**config.mk**
```make
export PLATFORM = sky130hd
export DESIGN_NAME = i2rs_slave
export DESIGN_NICKNAME = d
export VERILOG_FILES = /design/src/logic/i2rs_pkg.sv /design/src/logic/i2rs_slave.sv
export VERILOG_INCLUDE_DIRS = /design/src /design/src/logic
export SDC_FILE = /design/constraint.sdc
export NUM_CORES = 1
export LEC_CHECK = 0
export BUFFER_PORTS_ARGS = -buffer_cell sky130_fd_sc_hd__clkbuf_2
export CAP_MARGIN = 30
export CORE_ASPECT_RATIO = 1.2
export CORE_UTILIZATION = 62
export DETAILED_ROUTE_END_ITERATION = 8
export PLACE_DENSITY_LB_ADDON = 0.05
export SLEW_MARGIN = 20
export SYNTH_ARGS = -nofsm -noshare
export SYNTH_HDL_FRONTEND = slang
export SYNTH_SLANG_ARGS = --single-unit
```
**constraint.sdc**
```tcl
create_clock -name i_core_clk -period 3.99 [get_ports i_core_clk]
set_clock_uncertainty 0.2 [all_clocks]
set_input_delay 0.399 -clock i_core_clk [delete_from_list [all_inputs] [get_ports i_core_clk]]
set_output_delay 0.399 -clock i_core_clk [all_outputs]
set_load 0.02 [all_outputs]
```
**src/logic/i2rs_regs.svh**
```systemverilog
// Constants of the I2C register slave: addresses, command bytes, counts.
// Included by the slave module; holds definitions only.
`ifndef I2RS_REGS_SVH
`define I2RS_REGS_SVH
`define I2RS_DEF_SA     7'h45
`define I2RS_GC_ADDR    8'h00
`define I2RS_GC_RESET   8'h06
`define I2RS_GC_SEL     1
`define I2RS_MFR_IDX    8'h80
`define I2RS_VER_IDX    8'h81
`define I2RS_BITS       4'h8
`define I2RS_SA_WAIT    4'h8
`define I2RS_IDX_STEP   8'h01
`endif

```
**src/logic/i2rs_pkg.sv**
```systemverilog
// Types shared by the I2C register slave and its users.
// Assumes a SystemVerilog tool; no constants beyond the types.
package i2rs_pkg;
  typedef enum logic [5:0] {
    ST_IDLE = 6'h01,
    ST_ADDR = 6'h02,
    ST_IDX  = 6'h04,
    ST_WR   = 6'h08,
    ST_RD   = 6'h10,
    ST_GC   = 6'h20
  } i2rs_state_t;
  typedef struct packed {
    logic        wide;
    logic [7:0]  addr;
    logic [15:0] data;
  } i2rs_wr_t;
endpackage

```
**src/logic/i2rs_slave.sv**
```systemverilog
// I2C slave front end: byte access to an internal register space.
// Assumes SCL/SDA arrive asynchronously and are sampled at 250 MHz;
// the register file answers i_rd_data for o_index combinationally.
// Operation
// - Answer default address after power-on.
// - Works at 100 and 400 kHz.
// - Respond to general call and own address.
// - Repeated START begins new addressed transfer.
// - Registers selected by 8-bit index.
// - Index auto-increments after each data byte.
// - Address reprogrammable only after enable pin seen high.
// - Address write waits eight cycles or pin.
// - Half-written wide register stays unchanged.
// - Matching address acknowledged low.
// - Write: index byte then acknowledged data.
// - Index increments per accepted write byte.
// - STOP restores index to burst start.
// - Read returns indexed register, then increments.
// - General call 0x06 pulses global reset.
// - General call select zero restores address.
// - General call enabled after identity reads.
`timescale 1ns/1ps
`default_nettype none
`include "i2rs_regs.svh"
module i2rs_slave (
  input  wire logic               i_core_clk,
  input  wire logic               i_rst_n,
  input  wire logic               i_scl,
  input  wire logic               i_sda,
  output var  logic               o_sda_out,
  output var  logic               o_sda_oe,
  input  wire logic               i_address_change_enable_pin,
  input  wire logic               i_sa_wr,
  input  wire logic [6:0]         i_sa_value,
  input  wire logic               i_wide,
  input  wire logic [7:0]         i_rd_data,
  output var  logic [7:0]         o_index,
  output var  logic               o_wr_stb,
  output var  i2rs_pkg::i2rs_wr_t o_wr,
  output var  logic               o_glob_rst,
  output var  logic [6:0]         o_slave_address_register
);
  import i2rs_pkg::*;

  // Pin synchronisers: bit 2 enable, bit 1 SCL, bit 0 SDA
  // Enable resets low: a reset-time high must not arm address change
  // 250 MHz sampling covers 400 kHz
  logic [2:0]  sync1;
  logic [2:0]  sync2;
  logic [1:0]  prev;
  logic [2:0]  next_sync1;
  logic [2:0]  next_sync2;
  logic [1:0]  next_prev;

  always_comb begin
    next_sync1 = {i_address_change_enable_pin, i_scl, i_sda};
    next_sync2 = sync1;
    next_prev  = sync2[1:0];
  end

  always_ff @(posedge i_core_clk or negedge i_rst_n) begin
    if (!i_rst_n) begin
      sync1 <= 3'h3;
      sync2 <= 3'h3;
      prev  <= 2'h3;
    end else begin
      sync1 <= next_sync1;
      sync2 <= next_sync2;
      prev  <= next_prev;
    end
  end

  logic scl_s;
  logic sda_s;
  logic aen_s;
  logic scl_rise;
  logic scl_fall;
  logic start;
  logic stop;
  assign scl_s    = sync2[1];
  assign sda_s    = sync2[0];
  assign aen_s    = sync2[2];
  assign scl_rise = scl_s && !prev[1];
  assign scl_fall = !scl_s && prev[1];
  assign start    = scl_s && prev[1] && prev[0] && !sda_s;
  assign stop     = scl_s && prev[1] && !prev[0] && sda_s;

  // Address-change gate: cycle count since reset and pin seen high
  logic [3:0] wait_cnt;
  logic       aen_seen;
  logic [3:0] next_wait_cnt;
  logic       next_aen_seen;
  logic       sa_accept;

  always_comb begin
    next_wait_cnt = wait_cnt;
    if (wait_cnt != `I2RS_SA_WAIT) next_wait_cnt = wait_cnt + 4'h1;
    next_aen_seen = aen_seen || aen_s;
  end

  always_ff @(posedge i_core_clk or negedge i_rst_n) begin
    if (!i_rst_n) begin
      wait_cnt <= 4'h0;
      aen_seen <= 1'b0;
    end else begin
      wait_cnt <= next_wait_cnt;
      aen_seen <= next_aen_seen;
    end
  end

  // pin tied low blocks any change
  // eight cycles, or at once with pin high
  assign sa_accept = i_sa_wr && aen_seen && (wait_cnt == `I2RS_SA_WAIT || aen_s);

  // Protocol engine
  i2rs_state_t state;
  i2rs_state_t next_state;
  logic [3:0]  bitcnt;
  logic [3:0]  next_bitcnt;
  logic [7:0]  shift;
  logic [7:0]  next_shift;
  logic [7:0]  tx;
  logic [7:0]  next_tx;
  logic [7:0]  base;
  logic [7:0]  next_base;
  logic [7:0]  lo;
  logic [7:0]  next_lo;
  logic        in_ack;
  logic        next_in_ack;
  logic        nack;
  logic        next_nack;
  logic        half;
  logic        next_half;
  logic        seen_mfr;
  logic        next_seen_mfr;
  logic        seen_ver;
  logic        next_seen_ver;
  logic        next_oe;
  logic [7:0]  next_index;
  logic        next_wr_stb;
  i2rs_wr_t    next_wr;
  logic        next_grst;
  logic [6:0]  next_sa;
  logic        byte_end;

  assign byte_end = scl_fall && !in_ack && bitcnt == `I2RS_BITS;

  always_comb begin
    next_state    = state;
    next_bitcnt   = bitcnt;
    next_shift    = shift;
    next_tx       = tx;
    next_base     = base;
    next_lo       = lo;
    next_in_ack   = in_ack;
    next_nack     = nack;
    next_half     = half;
    next_seen_mfr = seen_mfr;
    next_seen_ver = seen_ver;
    next_oe       = o_sda_oe;
    next_index    = o_index;
    next_wr_stb   = 1'b0;
    next_wr       = o_wr;
    next_grst     = 1'b0;
    next_sa       = o_slave_address_register;
    if (sa_accept) next_sa = i_sa_value;
    if (start) begin
      next_state  = ST_ADDR;
      next_bitcnt = 4'h0;
      next_in_ack = 1'b0;
      next_oe     = 1'b0;
      next_half   = 1'b0;
    end else if (stop) begin
      // stop ends read at any byte
      next_state  = ST_IDLE;
      next_index  = base;
      next_in_ack = 1'b0;
      next_oe     = 1'b0;
      next_half   = 1'b0;
    end else if (scl_rise) begin
      if (in_ack) begin
        next_nack = sda_s;
      end else begin
        next_shift  = {shift[6:0], sda_s};
        next_bitcnt = bitcnt + 4'h1;
      end
    end else if (scl_fall && in_ack) begin
      next_in_ack = 1'b0;
      next_bitcnt = 4'h0;
      next_oe     = 1'b0;
      if (state == ST_RD) begin
        if (nack) begin
          next_state = ST_IDLE;
        end else begin
          next_tx    = {i_rd_data[6:0], 1'b0};
          next_oe    = !i_rd_data[7];
          next_index = o_index + `I2RS_IDX_STEP;
          if (o_index == `I2RS_MFR_IDX) next_seen_mfr = 1'b1;
          if (o_index == `I2RS_VER_IDX) next_seen_ver = 1'b1;
        end
      end
    end else if (byte_end) begin
      next_in_ack = 1'b1;
      case (state)
        ST_ADDR: begin
          if (shift[7:1] == o_slave_address_register) begin
            next_oe    = 1'b1;
            next_nack  = 1'b0;
            next_state = shift[0] ? ST_RD : ST_IDX;
          end else if (shift == `I2RS_GC_ADDR && seen_mfr && seen_ver) begin
            next_oe    = 1'b1;
            next_state = ST_GC;
          end else begin
            next_in_ack = 1'b0;
            next_state  = ST_IDLE;
          end
        end
        ST_IDX: begin
          next_oe    = 1'b1;
          next_index = shift;
          next_base  = shift;
          next_half  = 1'b0;
          next_state = ST_WR;
        end
        ST_WR: begin
          next_oe = 1'b1;
          if (half) begin
            next_wr_stb  = 1'b1;
            next_wr.wide = 1'b1;
            next_wr.addr = o_index - `I2RS_IDX_STEP;
            next_wr.data = {shift, lo};
            next_half    = 1'b0;
          end else if (i_wide) begin
            next_lo   = shift;
            next_half = 1'b1;
          end else begin
            next_wr_stb  = 1'b1;
            next_wr.wide = 1'b0;
            next_wr.addr = o_index;
            next_wr.data = {8'h00, shift};
          end
          next_index = o_index + `I2RS_IDX_STEP;
        end
        ST_GC: begin
          next_oe    = 1'b1;
          next_state = ST_IDLE;
          if (shift == `I2RS_GC_RESET) next_grst = 1'b1;
          if (!shift[`I2RS_GC_SEL]) next_sa = `I2RS_DEF_SA;
        end
        ST_RD: next_oe = 1'b0;
        default: next_in_ack = 1'b0;
      endcase
    end else if (scl_fall && state == ST_RD && bitcnt != 4'h0) begin
      next_oe = !tx[7];
      next_tx = {tx[6:0], 1'b0};
    end
  end

  always_ff @(posedge i_core_clk or negedge i_rst_n) begin
    if (!i_rst_n) begin
      state    <= ST_IDLE;
      bitcnt   <= 4'h0;
      shift    <= 8'h00;
      tx       <= 8'h00;
      base     <= 8'h00;
      lo       <= 8'h00;
      in_ack   <= 1'b0;
      nack     <= 1'b0;
      half     <= 1'b0;
      seen_mfr <= 1'b0;
      seen_ver <= 1'b0;
      o_sda_oe <= 1'b0;
      o_index  <= 8'h00;
      o_wr_stb <= 1'b0;
      o_wr     <= '0;
      o_glob_rst <= 1'b0;
      o_slave_address_register <= `I2RS_DEF_SA;
    end else begin
      state    <= next_state;
      bitcnt   <= next_bitcnt;
      shift    <= next_shift;
      tx       <= next_tx;
      base     <= next_base;
      lo       <= next_lo;
      in_ack   <= next_in_ack;
      nack     <= next_nack;
      half     <= next_half;
      seen_mfr <= next_seen_mfr;
      seen_ver <= next_seen_ver;
      o_sda_oe <= next_oe;
      o_index  <= next_index;
      o_wr_stb <= next_wr_stb;
      o_wr     <= next_wr;
      o_glob_rst <= next_grst;
      o_slave_address_register <= next_sa;
    end
  end

  // Open drain: the pin is only ever pulled low
  always_ff @(posedge i_core_clk or negedge i_rst_n) begin
    if (!i_rst_n) o_sda_out <= 1'b0;
    else          o_sda_out <= 1'b0;
  end
endmodule // i2rs_slave
`default_nettype wire

```
==> impl_metrics.env <==
export IMPL_outcome="finished, final reports clean"
export IMPL_layout_drive_gt1_share_pct=26.7
export IMPL_slowest_stage="dfstp_2"
export IMPL_drt_vias_per_instance=5.85
export IMPL_rsz0062_at_grt="false"
export IMPL_reg2reg_depth=5
export IMPL_synth_area_per_cell_um2=10.5
export IMPL_antenna_found_initial=0
export IMPL_path_cells="and3b_1 -> a31oi_2 -> mux2i_1 -> o21ai_0 -> mux2_2"
export IMPL_ys_types=64
export IMPL_grt_pass1_wl_um=17200
export IMPL_placed_area_um2=5480
export IMPL_row_count=36
export IMPL_grt_pass1_vias=3556
export IMPL_post_cts_buffers=0
export IMPL_max_slew_margin_rel_pct=51.6
export IMPL_cp_data_arrival_time_ns=2.71
export IMPL_synthesis_area_um2=5160
export IMPL_reg2reg_from="sync2[1]"
export IMPL_synthXorXnorAreaFrac_pct=4.07
export IMPL_cp_end_kind="flop"
export IMPL_setup_violations=0
export IMPL_start_kind="flop"
export IMPL_cp_max_fo=22
export IMPL_cpPeakStageDelay_ns=0.74
export IMPL_coreArea_um2=8110
export IMPL_synthMuxAreaShare_pct=13.0
export IMPL_synthAdderAreaFrac_pct=1.94
export IMPL_tightest_slew_ns=0.726
export IMPL_dieHeight_um=102
export IMPL_final_max_slew_viol_count=0
export IMPL_path_class="reg2reg"
export IMPL_rrSetupSlack_ns=1.34
export IMPL_ys_seq_area_share_pct=49.7
export IMPL_cts_sinks=102
export IMPL_holdWs_ns=0.0445
export IMPL_dp_hpwl_um=7420
export IMPL_synth_top_family_by_area="simple AND/OR/NAND/NOR gates"
export IMPL_syn_nets=522
export IMPL_setup_tns_ns=0
export IMPL_synth_compound_area_share_pct=12.4
export IMPL_finalNetCount=571
export IMPL_clk_latency_ns=0.37
export IMPL_wl_um=10500
export IMPL_crit_end="o_index[2]"
export IMPL_cts_tree="done"
export IMPL_synth_edf_count=0
export IMPL_gr_total_overflow=0
export IMPL_wl_per_cell_um=16.4
export IMPL_min_delay_path_depth=3
export IMPL_numCtsBuffers=9
export IMPL_drtIter0Drc=211
export IMPL_yosysTopAreaCell="dfrtp_1"
export IMPL_p_per_area_nw_per_um2=436
export IMPL_yosysMostFrequentCell="dfrtp_1"
export IMPL_synth_simple_gate_area_share_pct=15.2
export IMPL_synthToLayoutAreaGrowth_pct=11.2
export IMPL_chipWidth_um=85.3
export IMPL_portBuffers=64
export IMPL_fp_dieArea_um2=8690
export IMPL_period_needed_ns=2.65
export IMPL_fin_area_um2=5740
export IMPL_yosys_warnings=0
export IMPL_yosys_register_bits=102
export IMPL_critPathRequiredTime_ns=4.05
export IMPL_ir_drop_mv=0.246
export IMPL_io_pins=66
export IMPL_synth_cells=492
export IMPL_grt_max_degree=49
export IMPL_num_vias=3752
export IMPL_place_congestion=0.865
export IMPL_hold_viol_final=0
export IMPL_worstSetupStartpoint="sync2[1]"
export IMPL_clkTransAtPathRegs_ns=0.10
export IMPL_async_reset_ff_share_pct=100
export IMPL_p_total_w=0.00250
export IMPL_ys_top_cells_by_count="92 x dfrtp_1, 65 x nand2_1, 40 x mux2_2"
export IMPL_ys_flop_type="dfrtp_1"
export IMPL_r2r_end="o_index[2]"
export IMPL_htreeDepth=3
export IMPL_power_leakage_nw=2.68
export IMPL_stdcell_count=641
export IMPL_finalCritPeriodShare_pct=66.5
export IMPL_grt_use_total_pct=25.4
export IMPL_initial_utilization_pct=63.6
export IMPL_clockBufferDepth=2
export IMPL_cts_root_buffer="clkbuf_8"
export IMPL_fmax_mhz=377
export IMPL_placed_cells=621
export IMPL_synthTopCellsByArea="dfrtp_1 45%, mux2_2 8.7%, dfstp_2 5.1%, nand2_1 4.7%, mux2i_1 4.3%"
export IMPL_maxCapViolCount=0
export IMPL_firstDrtPassIters=6
export IMPL_synth_top_area_share_pct=44.6
export IMPL_ant_nets=0
export IMPL_antenna_cells=0
export IMPL_hp_class="in2reg"
export IMPL_drc=0
==> cell usage in the layout, fill, tap and decap left out, types with 3 or more instances in the layout <==
master	instances
a22o_1	13
clkbuf_8	9
nor4_1	3
and3_1	3
or2_2	3
dfstp_2	10
nand3_1	16
clkbuf_2	63
a21o_1	4
buf_4	4
dfrtp_1	92
o2bb2ai_1	3
nor2_1	23
inv_1	12
xnor2_1	15
ha_1	8
nand2b_1	4
dlygate4sd3_1	4
mux2i_1	22
a21oi_1	11
nand2_1	65
o21a_1	4
o31ai_1	4
mux2_2	40
xor2_1	9
nor3_1	13
o21ai_0	35
==> flip-flops by register name, summed over array words and instances (netlist names), 2 cells and up <==
signal / flops
prev: 2
wait_cnt: 4
next_sync2: 3
base: 8
o_index: 8
o_wr: 25
shift: 8
state: 6
sync2: 3
lo: 8
tx: 7
bitcnt: 4
o_slave_address_register: 7
==> repair_timing <==
| action | CTS | global route |
|---|---|---|
| hold buffers | 4 | 0 |
| resized for setup | 0 | 0 |
| endpoints found under the hold margin | 46 | 0 |
==> kinds of logic after synthesis <==
| kind of cell | after synthesis |
|---|---|
| xor+xnor | 24 |
| flops | 102 |
| mux | 62 |
| other cells | 1 |
| fa+ha+maj | 8 |
| simple gates | 158 |
| compound gates | 92 |
| buf+inv | 45 |
==> per-layer routing <==
metal	GRT usage, %	share of wire, %	vias to the layer above	wire [um]
met5	0	0	-	0
met4	9.10	1.9	0	205
met3	4.36	3.4	18	354
met2	43.1	50	87	5230
met1	33.4	45	1833	4740
li1	-	-	1814	-
==> stage by stage <==
stage	utilization (%)	setup slack, ns
6_report	70.8	1.34
3_5_place_dp	67.6	1.35
2_1_floorplan	-	1.84
3_3_place_gp	67.6	1.43
5_1_grt	70.8	1.15
4_1_cts	70.8	1.31
==> worst max-delay path, delay by kind of cell, from the launching register on <==
| kind | cells | cell delay, ns |
|---|---|---|
| AO/OA/AOI/OAI | 2 | 0.67 |
| flip-flops | 1 | 0.74 |
| multiplexers | 2 | 0.54 |
| AND/OR/NAND/NOR | 1 | 0.38 |
==> area by class of cell <==
cell class | count | area [um2]
Fill cell | 633 | 2370
Timing Repair Buffer | 71 | 385
Tap cell | 95 | 119
Clock inverter | 5 | 83.8
Inverter | 12 | 45.0
Clock buffer | 11 | 131
Sequential cell | 102 | 2560
Multi-Input combinational cell | 345 | 2410
==> report_power, final <==
group          switching (W)  total [W]  internal, W
clock               0.000353   0.000708     0.000355
combinational       0.000228   0.000447     0.000220
sequential          0.000220    0.00134      0.00112
==> worst min-delay path by stage <==
stage / startpoint / end / slack, ns
after floorplan: i_rst_n / aen_seen / -0.1
after global placement: next_sync2[2] / sync2[2] / 0.14
after detailed placement: next_sync2[2] / sync2[2] / 0.14
after CTS: i_sa_value[0] / o_slave_address_register[0] / 0.05
after global routing: i_sa_value[0] / o_slave_address_register[0] / 0.05
final: i_sa_value[0] / o_slave_address_register[0] / 0.04
Power figures use the tool's default switching activity.
